===== config.mk =====
export PLATFORM = sky130hd
export DESIGN_NAME = e1mon_top
export DESIGN_NICKNAME = d
export VERILOG_FILES = /design/src/e1mon_pkg.sv /design/src/e1mon_tick.sv /design/src/e1mon_sync.sv /design/src/e1mon_top.sv
export SDC_FILE = /design/constraint.sdc
export NUM_CORES = 1
export LEC_CHECK = 0
export BUFFER_PORTS_ARGS = -buffer_cell sky130_fd_sc_hd__clkbuf_2
export CAP_MARGIN = 10
export CORE_MARGIN = 1.5
export CORE_UTILIZATION = 30
export DETAILED_ROUTE_END_ITERATION = 10
export SYNTH_ARGS = -nofsm -noshare
export SYNTH_HDL_FRONTEND = slang
export SYNTH_HIERARCHICAL = 1
export SYNTH_SLANG_ARGS = --single-unit

===== constraint.sdc =====
create_clock -name pclk -period 6.45 [get_ports pclk]
set_input_delay 0.645 -clock pclk [delete_from_list [all_inputs] [get_ports pclk]]
set_output_delay 0.645 -clock pclk [all_outputs]
set_load 0.01 [all_outputs]

===== src/e1mon_pkg.sv =====
package e1mon_pkg;
	// register offsets; printed offsets are not word multiples, so they are
	// indices and the byte address is four times the index
	localparam logic [7:0] E1MON_IDX_SPARE = 8'h29;
	localparam logic [7:0] E1MON_IDX_CRC_LO = 8'h2A;
	localparam logic [7:0] E1MON_IDX_CRC_HI = 8'h2B;
	localparam logic [7:0] E1MON_IDX_ALARM = 8'h2C;
	// field positions
	localparam int E1MON_HI_OVR_BIT = 7;
	localparam int E1MON_HI_FRESH_BIT = 6;
	localparam int E1MON_AL_IRQE_BIT = 6;
	localparam int E1MON_AL_CHG_BIT = 5;
	localparam int E1MON_AL_STAT_BIT = 4;
	// alarm integration thresholds
	localparam logic [4:0] E1MON_ALARM_SET_CNT = 5'h16;
	localparam logic [4:0] E1MON_ALARM_CLR_CNT = 5'h00;
	// timing
	localparam int E1MON_CLK_HZ = 100000000;
	localparam int E1MON_SECOND_S = 1;
	localparam int E1MON_SECOND_CYC = E1MON_CLK_HZ * E1MON_SECOND_S;
	localparam int E1MON_FRAME_NS = 125000;
	localparam int E1MON_FRAME_CYC = E1MON_FRAME_NS / 10;
	localparam logic [9:0] E1MON_CRC_MAX = 10'h3FF;
endpackage : e1mon_pkg


===== src/e1mon_tick.sv =====
`timescale 1ns/1ps
`default_nettype none
// free-running period divider: one-cycle pulse every PERIOD cycles
module e1mon_tick #(
	parameter int PERIOD = 1000
) (
	input wire logic pclk, // clock
	input wire logic presetn, // async reset, low
	output logic tick // one-cycle pulse
);
	typedef struct packed {
		logic [31:0] cnt;
		logic tick;
	} e1mon_tick_st_t;
	e1mon_tick_st_t st_r, st_nxt;
	// count down; pulse on reload
	always_comb begin
		st_nxt = st_r;
		st_nxt.tick = 1'b0;
		if (st_r.cnt == 32'h0) begin
			st_nxt.cnt = 32'(PERIOD - 1);
			st_nxt.tick = 1'b1;
		end else begin
			st_nxt.cnt = st_r.cnt - 32'h1;
		end
	end
	always_ff @(posedge pclk or negedge presetn) begin
		// preload so the first pulse closes a whole period, not one cycle
		if (!presetn) begin
			st_r <= '{cnt: 32'(PERIOD - 1), tick: 1'b0};
		end else begin
			st_r <= st_nxt;
		end
	end
	assign tick = st_r.tick;
endmodule : e1mon_tick
`default_nettype wire


===== src/e1mon_sync.sv =====
`timescale 1ns/1ps
`default_nettype none
// two-flop synchroniser for a group of level inputs
module e1mon_sync #(
	parameter int W = 1
) (
	input wire logic pclk, // clock
	input wire logic presetn, // async reset, low
	input wire logic [W-1:0] d, // asynchronous in
	output logic [W-1:0] q // synchronised out
);
	typedef struct packed {
		logic [W-1:0] s1;
		logic [W-1:0] s2;
	} e1mon_sync_st_t;
	e1mon_sync_st_t st_r, st_nxt;
	// first stage feeds only the second
	always_comb begin
		st_nxt.s1 = d;
		st_nxt.s2 = st_r.s1;
	end
	always_ff @(posedge pclk or negedge presetn) begin
		if (!presetn) begin
			st_r <= '0;
		end else begin
			st_r <= st_nxt;
		end
	end
	assign q = st_r.s2;
endmodule : e1mon_sync
`default_nettype wire


===== src/e1mon_top.sv =====
// Contract
// - capture ts16 frame0 bits five to eight
// - refresh spare bits once per multiframe
// - ten-bit crc count, low byte, per second
// - high register: count9:8, overrun, fresh flag
// - second boundary transfers count, sets fresh
// - overrun when unread count overwritten
// - one-second period generated internally
// - detect two all-ones ts16 bytes while unaligned
// - detect interval increments; declare at 22
// - quiet interval decrements; withdraw at zero
// - alarm sets and clears after about 3ms
// - enabled interrupt on alarm status change
// - change flag set on change, read clears
// - crc mismatch event counts one error
// - multiframe-lost qualifies detection
`timescale 1ns/1ps
`default_nettype none
module e1mon_top
	import e1mon_pkg::*;
#(
	parameter int SECOND_CYC = e1mon_pkg::E1MON_SECOND_CYC,
	parameter int INTERVAL_CYC = e1mon_pkg::E1MON_FRAME_CYC
) (
	input wire logic pclk, // apb clock, also line-rate domain
	input wire logic presetn, // async reset, low
	input wire logic psel, // apb select
	input wire logic penable, // apb enable
	input wire logic pwrite, // apb direction
	input wire logic [11:0] paddr, // apb byte address
	input wire logic [31:0] pwdata, // apb write data
	output logic [31:0] prdata, // apb read data
	output logic pready, // apb ready
	output logic pslverr, // apb error
	input wire logic [7:0] ts16_byte, // slot 16 byte, bit1 at msb
	input wire logic ts16_valid, // pulse: ts16_byte present
	input wire logic mf_frame0, // level: current frame is frame 0
	input wire logic sig_multiframe_lost, // level: mf alignment lost
	input wire logic crc_error, // pulse: submultiframe crc mismatch
	output logic slot16_alarm_irq // alarm change interrupt, level
);
	import e1mon_pkg::*;

	typedef struct packed {
		logic [3:0] spare;
		logic [9:0] acc;
		logic [9:0] held;
		logic fresh;
		logic count_overrun_flag;
		logic prev_ones;
		logic det_seen;
		logic [4:0] icnt;
		logic status;
		logic chg;
		logic irqe;
		logic irq;
		logic [31:0] rdata;
		logic ready;
		logic err;
	} e1mon_st_t;

	e1mon_st_t st_r, st_nxt;
	logic sec_tick;
	logic int_tick;
	logic lost_s;
	logic [9:0] word_idx;
	logic rd_acc;
	logic wr_acc;
	logic all_ones;
	logic detect;
	logic mapped;

	// the lost level comes from the framer's own clock; treat it as foreign
	e1mon_sync #(.W(1)) u_sync (
		.pclk(pclk),
		.presetn(presetn),
		.d(sig_multiframe_lost),
		.q(lost_s)
	);

	// internal second, independent of any software transfer
	e1mon_tick #(.PERIOD(SECOND_CYC)) u_sec (
		.pclk(pclk),
		.presetn(presetn),
		.tick(sec_tick)
	);

	// integration interval, one frame by default
	e1mon_tick #(.PERIOD(INTERVAL_CYC)) u_int (
		.pclk(pclk),
		.presetn(presetn),
		.tick(int_tick)
	);

	// access phase decode; registers sit at four times their index
	assign word_idx = paddr[11:2];
	assign rd_acc = psel && penable && !pwrite && !st_r.ready;
	assign wr_acc = psel && penable && pwrite && !st_r.ready;
	assign all_ones = (ts16_byte == 8'hFF);
	assign detect = ts16_valid && all_ones && st_r.prev_ones && lost_s;
	assign mapped = (word_idx == 10'(E1MON_IDX_SPARE)) ||
		(word_idx == 10'(E1MON_IDX_CRC_LO)) ||
		(word_idx == 10'(E1MON_IDX_CRC_HI)) ||
		(word_idx == 10'(E1MON_IDX_ALARM));

	// whole next-state in one process
	always_comb begin
		st_nxt = st_r;
		st_nxt.ready = 1'b0;
		st_nxt.err = 1'b0;
		// spare bits: ts16 bits 5..8 sit in byte bits 3..0
		if (ts16_valid && mf_frame0) begin
			st_nxt.spare = ts16_byte[3:0];
		end
		// crc accumulator saturates and restarts after transfer
		if (sec_tick) begin
			st_nxt.held = st_r.acc;
			st_nxt.acc = crc_error ? 10'h001 : 10'h000;
			st_nxt.fresh = 1'b1;
			if (st_r.fresh) begin
				st_nxt.count_overrun_flag = 1'b1;
			end
		end else if (crc_error && st_r.acc != E1MON_CRC_MAX) begin
			st_nxt.acc = st_r.acc + 10'h001;
		end
		// consecutive all-ones tracking; only bytes seen while lost count
		if (ts16_valid) begin
			st_nxt.prev_ones = all_ones && lost_s;
		end
		if (detect) begin
			st_nxt.det_seen = 1'b1;
		end
		// up/down interval integrator
		if (int_tick) begin
			st_nxt.det_seen = detect;
			if (st_r.det_seen || detect) begin
				if (st_r.icnt != E1MON_ALARM_SET_CNT) begin
					st_nxt.icnt = st_r.icnt + 5'h01;
				end
			end else if (st_r.icnt != E1MON_ALARM_CLR_CNT) begin
				st_nxt.icnt = st_r.icnt - 5'h01;
			end
		end
		// declare at the set count, withdraw at zero (22 frames ~ 3ms)
		if (st_r.icnt == E1MON_ALARM_SET_CNT) begin
			st_nxt.status = 1'b1;
		end else if (st_r.icnt == E1MON_ALARM_CLR_CNT) begin
			st_nxt.status = 1'b0;
		end
		// register reads and the flags they clear
		if (psel && penable && !st_r.ready) begin
			st_nxt.ready = 1'b1;
			st_nxt.err = !mapped;
			st_nxt.rdata = 32'h0;
		end
		if (rd_acc) begin
			if (word_idx == 10'(E1MON_IDX_SPARE)) begin
				st_nxt.rdata = {28'h0, st_r.spare};
			end else if (word_idx == 10'(E1MON_IDX_CRC_LO)) begin
				st_nxt.rdata = {24'h0, st_r.held[7:0]};
			end else if (word_idx == 10'(E1MON_IDX_CRC_HI)) begin
				st_nxt.rdata = {24'h0, st_r.count_overrun_flag, st_r.fresh, 4'h0,
					st_r.held[9:8]};
				// set wins over the read clear
				st_nxt.fresh = sec_tick;
				st_nxt.count_overrun_flag = sec_tick && st_r.fresh;
			end else if (word_idx == 10'(E1MON_IDX_ALARM)) begin
				st_nxt.rdata = {24'h0, 1'b0, st_r.irqe, st_r.chg,
					st_r.status, 4'h0};
				st_nxt.chg = 1'b0;
			end
		end
		if (wr_acc && word_idx == 10'(E1MON_IDX_ALARM)) begin
			st_nxt.irqe = pwdata[E1MON_AL_IRQE_BIT];
		end
		// a change in the same cycle as the read still lands
		if (st_nxt.status != st_r.status) begin
			st_nxt.chg = 1'b1;
		end
		st_nxt.irq = st_nxt.chg && st_nxt.irqe;
	end

	always_ff @(posedge pclk or negedge presetn) begin
		if (!presetn) begin
			st_r <= '0;
		end else begin
			st_r <= st_nxt;
		end
	end

	assign prdata = st_r.rdata;
	assign pready = st_r.ready;
	assign pslverr = st_r.err;
	assign slot16_alarm_irq = st_r.irq;

	// alarm follows the counter one cycle after either end point
	alarm_set_a: assert property (@(posedge pclk)
		disable iff (!presetn)
		st_r.icnt == E1MON_ALARM_SET_CNT |=> st_r.status)
		else $error("alarm not declared at set count");
	alarm_clr_a: assert property (@(posedge pclk)
		disable iff (!presetn)
		st_r.icnt == E1MON_ALARM_CLR_CNT |=> !st_r.status)
		else $error("alarm not withdrawn at zero");
	// between the end points the alarm must not move
	status_hold_a: assert property (@(posedge pclk)
		disable iff (!presetn)
		st_r.icnt != E1MON_ALARM_SET_CNT &&
		st_r.icnt != E1MON_ALARM_CLR_CNT |=> $stable(st_r.status))
		else $error("alarm moved between end points");
	// integrator steps once per interval and stays in range
	icnt_step_a: assert property (@(posedge pclk)
		disable iff (!presetn)
		int_tick && !detect && !st_r.det_seen && st_r.icnt != 5'h00 |=>
		st_r.icnt == $past(st_r.icnt) - 5'h01)
		else $error("counter not decremented");
	icnt_up_a: assert property (@(posedge pclk)
		disable iff (!presetn)
		int_tick && (detect || st_r.det_seen) &&
		st_r.icnt != E1MON_ALARM_SET_CNT |=>
		st_r.icnt == $past(st_r.icnt) + 5'h01)
		else $error("counter not incremented");
	icnt_range_a: assert property (@(posedge pclk)
		disable iff (!presetn)
		st_r.icnt <= E1MON_ALARM_SET_CNT)
		else $error("counter beyond set count");
	icnt_hold_a: assert property (@(posedge pclk)
		disable iff (!presetn)
		!int_tick |=> $stable(st_r.icnt))
		else $error("counter moved inside an interval");
	// a qualified pair of all-ones bytes marks the current interval
	det_latch_a: assert property (@(posedge pclk)
		disable iff (!presetn)
		ts16_valid && all_ones && st_r.prev_ones && lost_s |=>
		st_r.det_seen)
		else $error("detection not recorded");
	// change flag: set on any move, cleared only by an alarm read
	chg_flag_a: assert property (@(posedge pclk)
		disable iff (!presetn)
		$changed(st_r.status) |-> st_r.chg)
		else $error("change flag missed");
	chg_clear_a: assert property (@(posedge pclk)
		disable iff (!presetn)
		rd_acc && word_idx == 10'(E1MON_IDX_ALARM) |=>
		st_r.chg == $changed(st_r.status))
		else $error("change flag not cleared by read");
	chg_hold_a: assert property (@(posedge pclk)
		disable iff (!presetn)
		st_r.chg && !rd_acc |=> st_r.chg)
		else $error("change flag lost without read");
	// interrupt is the enabled change flag; enable moves only on write
	irq_out_a: assert property (@(posedge pclk)
		disable iff (!presetn)
		slot16_alarm_irq == (st_r.chg && st_r.irqe))
		else $error("irq not gated by enable");
	irqe_write_a: assert property (@(posedge pclk)
		disable iff (!presetn)
		wr_acc && word_idx == 10'(E1MON_IDX_ALARM) |=>
		st_r.irqe == $past(pwdata[E1MON_AL_IRQE_BIT]))
		else $error("enable not written");
	irqe_hold_a: assert property (@(posedge pclk)
		disable iff (!presetn)
		!wr_acc |=> $stable(st_r.irqe))
		else $error("enable moved without write");
	// second boundary: transfer, flags, and the accumulator restart
	fresh_set_a: assert property (@(posedge pclk)
		disable iff (!presetn)
		sec_tick |=> st_r.fresh && st_r.held == $past(st_r.acc))
		else $error("transfer missing");
	ovr_set_a: assert property (@(posedge pclk)
		disable iff (!presetn)
		sec_tick && st_r.fresh |=> st_r.count_overrun_flag)
		else $error("overrun missed");
	fresh_hold_a: assert property (@(posedge pclk)
		disable iff (!presetn)
		st_r.fresh && !rd_acc |=> st_r.fresh)
		else $error("fresh flag lost without read");
	ovr_only_a: assert property (@(posedge pclk)
		disable iff (!presetn)
		!st_r.count_overrun_flag && !(sec_tick && st_r.fresh) |=> !st_r.count_overrun_flag)
		else $error("overrun without unread transfer");
	flags_clear_a: assert property (@(posedge pclk)
		disable iff (!presetn)
		rd_acc && word_idx == 10'(E1MON_IDX_CRC_HI) && !sec_tick |=>
		!st_r.fresh && !st_r.count_overrun_flag)
		else $error("count flags not cleared by read");
	// accumulator: counts each event, saturates, restarts on transfer
	acc_sat_a: assert property (@(posedge pclk)
		disable iff (!presetn)
		st_r.acc == E1MON_CRC_MAX && !sec_tick |=>
		st_r.acc == E1MON_CRC_MAX)
		else $error("accumulator wrapped");
	acc_restart_a: assert property (@(posedge pclk)
		disable iff (!presetn)
		sec_tick |=> st_r.acc == ($past(crc_error) ? 10'h001 : 10'h000))
		else $error("accumulator not restarted");
	acc_count_a: assert property (@(posedge pclk)
		disable iff (!presetn)
		!sec_tick && crc_error && st_r.acc != E1MON_CRC_MAX |=>
		st_r.acc == $past(st_r.acc) + 10'h001)
		else $error("crc error not counted");
	acc_idle_a: assert property (@(posedge pclk)
		disable iff (!presetn)
		!sec_tick && !crc_error |=> $stable(st_r.acc))
		else $error("accumulator moved without error");
	held_hold_a: assert property (@(posedge pclk)
		disable iff (!presetn)
		!sec_tick |=> $stable(st_r.held))
		else $error("readable count moved mid-second");
	sec_pulse_a: assert property (@(posedge pclk)
		disable iff (!presetn)
		sec_tick |=> !sec_tick)
		else $error("second boundary longer than a cycle");
	// register reads return the state seen at the accepting edge
	spare_cap_a: assert property (@(posedge pclk)
		disable iff (!presetn)
		ts16_valid && mf_frame0 |=> st_r.spare == $past(ts16_byte[3:0]))
		else $error("spare bits not captured");
	rd_spare_a: assert property (@(posedge pclk)
		disable iff (!presetn)
		rd_acc && word_idx == 10'(E1MON_IDX_SPARE) |=>
		prdata == {28'h0, $past(st_r.spare)})
		else $error("spare read data wrong");
	rd_lo_a: assert property (@(posedge pclk)
		disable iff (!presetn)
		rd_acc && word_idx == 10'(E1MON_IDX_CRC_LO) |=>
		prdata == {24'h0, $past(st_r.held[7:0])})
		else $error("low count read data wrong");
	rd_hi_a: assert property (@(posedge pclk)
		disable iff (!presetn)
		rd_acc && word_idx == 10'(E1MON_IDX_CRC_HI) |=>
		prdata == {24'h0, $past(st_r.count_overrun_flag), $past(st_r.fresh), 4'h0,
		$past(st_r.held[9:8])})
		else $error("high count read data wrong");
	rd_alarm_a: assert property (@(posedge pclk)
		disable iff (!presetn)
		rd_acc && word_idx == 10'(E1MON_IDX_ALARM) |=>
		prdata[6:4] == {$past(st_r.irqe), $past(st_r.chg),
		$past(st_r.status)})
		else $error("alarm read data wrong");
	// bus answer: one wait state, a one-cycle ready, error if unmapped
	ready_next_a: assert property (@(posedge pclk)
		disable iff (!presetn)
		psel && penable && !pready |=> pready)
		else $error("access not answered");
	ready_pulse_a: assert property (@(posedge pclk)
		disable iff (!presetn)
		pready |=> !pready)
		else $error("ready held too long");
	err_map_a: assert property (@(posedge pclk)
		disable iff (!presetn)
		psel && penable && !pready |=> pslverr == !$past(mapped))
		else $error("error flag does not follow the map");
endmodule : e1mon_top
`default_nettype wire


Word level (Yosys, flattened, before mapping)
Cells that the tools add are included.

Bits in registers: 139. Logic and storage cells: 99. Output and inout bits: 35. Bits of input ports: 61.

Mux-type cells: 33. Eq/ne operators: 10. Reductions and logical operators: 30. $add $sub $neg: 5.

Operators by type and width (count): 2-to-1 mux 32 bit (7); zero test 32 bit (2); subtractor 32 x 1 -> 32 bit, second input constant (2); == test 10 x 6 -> 1 bit, second input constant (4); 2-to-1 mux 34 bit (1); 2-to-1 mux 10 bit (2); logical AND 1 bit (15); 2-to-1 mux 5 bit (3); 2-to-1 mux 1 bit (14); adder 10 x 1 -> 10 bit, second input constant (1); 2-to-1 mux 2 bit (5); inequality test 10 bit, second input constant (1); == test 8 bit, second input constant (1); 2-to-1 mux 6 bit (1); nonzero test 2 bit (3); adder 5 x 1 -> 5 bit, second input constant (1); == test 5 bit, second input constant (1); zero test 5 bit (1); inequality test 5 bit, second input constant (1); nonzero test 5 bit (1); subtractor 5 x 1 -> 5 bit, second input constant (1); logical OR 1 bit (4); zero test 1 bit (3); AND reduction 3 bit (1); other kinds (2) (2).

Longest topological paths before layout
Depth after elaboration: 11. Depth in mapped cells: 9.

Modules after synthesis
The synthesis kept the hierarchy.

By module, submodules not included: e1mon_top (seq. area each 1776.7 µm², area an instance 3273.1 µm², instances 1, cells an instance 288); e1mon_tick (u_int) (seq. area each 834.6 µm², area an instance 1661.6 µm², instances 1, cells an instance 155); e1mon_tick (u_sec) (seq. area each 849.6 µm², area an instance 1660.3 µm², instances 1, cells an instance 153); e1mon_sync (seq. area each 50.0 µm², area an instance 50.0 µm², instances 1, cells an instance 2).

Worst setup path before layout
Ideal clock, no wire load.

Kind: input port to flip-flop. Start point: input ts16_valid. End point: register, netlist name st_r[42]. Cell stages on the path: 9. Data arrival time: 2234 ps. Buffers on the path: 1. Setup slack: 4137 ps. Library setup time: 79 ps. Cells stage by stage: nand4_1 > o41a_1 > buf_2 > xor2_1 > ha_1 > nor4_1 > nand2_1 > a211oi_1 > xor2_1.

RTL lines: start, declared (RTL line e1mon_top.sv:36) `input wire logic ts16_valid,`.

==> impl_metrics.csv <==
group,metric,value,unit
status,status,"completed",
place,portBuffers,62,
grt,grt_pass1_wl,21680,um
critical_path,max_stage_delay,730,ps
job,cap_viol_max_count,0,
clock_tree,root_buffer,"clkbuf_16",
critical_path,start_kind,"flop",
timing,tns,0,ps
timing,period_needed,2675,ps
clock_tree,clk-insertion-delay-late,420,ps
synthesis,synth_edf_count,0,
floorplan,fp.dieH,151.8,um
synthesis,synth_top_area_share,42.55,%
layout,area_growth,14.44,%
power_and_ir_drop,power_density,262.7,nW/um^2
clock_tree,clock_sinks,139,
detailed_routing,drt-pass1-iter-count,4,
critical_path,crit_chain,"nor4_1, and2_0, and3_1, nand2_1, inv_2, o31ai_1",
synthesis,avgSynthCellArea,11.11,sq um
timing,layout_setup_ws,3775,ps
critical_path,crit_family,"simple AND/OR/NAND/NOR gates",
synthesis,ys_seq_elements,139,
detailed_routing,drcViolationCount,0,
timing,finClkSkew,11.92,ps
timing,tightest_slew,911.9,ps
synthesis,syn_inst,598,
power_and_ir_drop,p_leak,3.405,nW
synthesis,ys_warn_count,6,
timing,period_share,41.47,%
timing,holdWs,217.6,ps
critical_path,cp_data_required_time,6750,ps
place,dp.cells,891,
critical_path,cp-end-kind,"flop",
clock_tree,clk_pin_slew,60,ps
synthesis,synthTopCellsByCount,"dfrtp_1 (113), nor2_1 (52), nand2_1 (44), buf_4 (34), and2_1 (28)",
clock_tree,cts_made_buffers,17,
layout,final_nets,695,
grt,grt_max_degree,74,
timing,slew_headroom,39.21,%
detailed_routing,wl_per_cell,13.27,um
timing,hold_viol_final,0,
synthesis,synth-seq-area-share,52.83,%
min_path,min_path_type,"in -> async",
layout,antenna_cells,0,
place,gp_congestion,0.7192,
floorplan,start_util,30.54,%
floorplan,core-area,21760,sq um
floorplan,die_x,151.8,um
floorplan,io_pins,96,
critical_path,crit_fanout,14,
floorplan,die-area,23050,sq um
critical_path,critPathKind,"reg -> reg",
grt,grt_pass1_vias,4328,
synthesis,synth_top_area_cell,"dfrtp_1",
grt,overflow,0,
grt,antenna_found_initial,0,
synthesis,synth_nets,663,
layout,layout.cells.non_filler,923,
clock_tree,cts_tree,"yes",
clock_tree,hold_buffers,0,
synthesis,synth_cell_types,64,
critical_path,r2r_slack,3780,ps
synthesis,ys.flop_type,"dfrtp_1",
timing,rsz0062_at_grt,"false",
clock_tree,clockBufferDepth,2,
detailed_routing,drt-total-wl,12250,um
clock_tree,post_cts_buffers,0,
layout,seqCellArea,3511,sq um
layout,layout-drive-gt1-share,27.53,%
detailed_routing,drtIter0Drc,264,
place,hpwl,8211,um
power_and_ir_drop,total_power,0.001997,W
critical_path,cp_slowest_cell,"nor4_1",
place,place_ws,3748,ps
synthesis,yosysMostFrequentCell,"dfrtp_1",
detailed_routing,final_antenna_net_count,0,
timing,setup_viol,0,
power_and_ir_drop,vdd_drop_max,126.0,uV
synthesis,async_flop_share,100.0,%
critical_path,cp.arrival,2970,ps
clock_tree,cts_resized,0,
layout,fillerInstances,2165,
synthesis,synth_area,6645,sq um
critical_path,crit_buf_inv,1,
detailed_routing,via_count,4323,
timing,slew_violations,0,
grt,grt_usage,11.49,%
clock_tree,htreeDepth,4,
timing,clock.fmax,0.3739,GHz
synthesis,synth_area_leaders,"dfrtp_1 (43%), dfstp_2 (10%), mux2_2 (4.1%)",
detailed_routing,viasPerCell,4.684,
floorplan,rows,54,
layout,multi_input_area,2735,sq um
-- layout by cell type, fill, tap and decap left out, types with 5 or more instances in the layout --
| cell type | n |
|---|---|
| dfrtp_1 | 113 |
| clkbuf_2 | 61 |
| nor2_1 | 52 |
| nand2_1 | 44 |
| and2_1 | 28 |
| dfstp_2 | 26 |
| mux2_2 | 24 |
| xor2_1 | 23 |
| xnor2_1 | 20 |
| nor3_1 | 18 |
| o21ai_0 | 17 |
| clkbuf_16 | 17 |
| nand3_1 | 16 |
| inv_1 | 13 |
| nor4_1 | 13 |
| or3_1 | 11 |
| nand4_1 | 9 |
| a21oi_1 | 8 |
| o31ai_1 | 8 |
| nand3b_1 | 7 |
| or4_1 | 7 |
| a22o_1 | 6 |
| nor4_4 | 5 |
| mux2i_1 | 5 |
| clkinvlp_4 | 5 |
-- report_power, final --
| part | internal [W] | leakage (nW) | switching (W) |
|---|---|---|---|
| Combinational | 0.0000308 | 1.32 | 0.0000469 |
| Clock | 0.000638 | 0.285 | 0.000360 |
| Sequential | 0.000895 | 1.80 | 0.0000262 |
-- sequential cells by signal (all words and copies together), names as in the netlist --
| signal | cells |
|---|---|
| prdata | 32 |
| pready | 1 |
| pslverr | 1 |
| slot16_alarm_irq | 1 |
| st_r | 36 |
| u_int/st_r | 32 |
| u_int/tick | 1 |
| u_sec/st_r | 32 |
| u_sec/tick | 1 |
| u_sync/q | 1 |
| u_sync/st_nxt | 1 |
-- stage by stage --
stage          instance area (sq um)  util [%]
2_1_floorplan                   6645         -
6_report                        7605     34.96
3_3_place_gp                    6989     32.13
5_1_grt                         7605     34.96
4_1_cts                         7605     34.96
3_5_place_dp                    6989     32.13
-- path summary, 6_finish.rpt --
| kind | startpoint | endpoint | depth (start not counted) |
|---|---|---|---|
| worst max-delay path | u_int/st_r[17]$_DFF_PN0_ | u_int/st_r[28]$_DFF_PN0_ | 6 |
| worst min-delay path | presetn | prdata[7]$_DFF_PN0_ | 1 |
| worst max register to register | u_int/st_r[17]$_DFF_PN0_ | u_int/st_r[28]$_DFF_PN0_ | 6 |
| worst min register to register | u_sync/st_nxt[0]$_DFF_PN0_ | u_sync/q$_DFF_PN0_ | 0 |
| max in group asynchronous | presetn | u_int/st_r[31]$_DFF_PN0_ | 2 |
| min in group pclk | sig_multiframe_lost | u_sync/st_nxt[0]$_DFF_PN0_ | 1 |
-- area by class of cell --
class	count	share of cell area, %
multi-input cells	393	35.97
clock inverters	10	1.859
well taps	280	4.607
inverters	15	0.8062
flip-flops and latches	139	46.17
clock buffers	22	6.236
repair buffers	64	4.360
-- kinds of logic (layout without fill, tap and decap cells) --
kind of cell	after synthesis	count (layout)	synth area share (%)
adders and majority gates	4	4	0.7532
buffers and inverters	66	111	6.006
AOI/OAI and AO/OA	62	62	6.534
DFF	139	139	52.83
and+or+nand+nor	252	252	22.82
xor gates and xnor gates	43	43	5.667
muxes	32	32	5.385
-- metal layers --
layer	GRT usage [%]	part of all wire, %	routed length [um]
met5	0	0	0
met4	3.652	1.1	130
met3	3.451	3.9	477
met2	18.06	46	5579
met1	15.17	49	6064
Power figures use the tool's default switching activity.
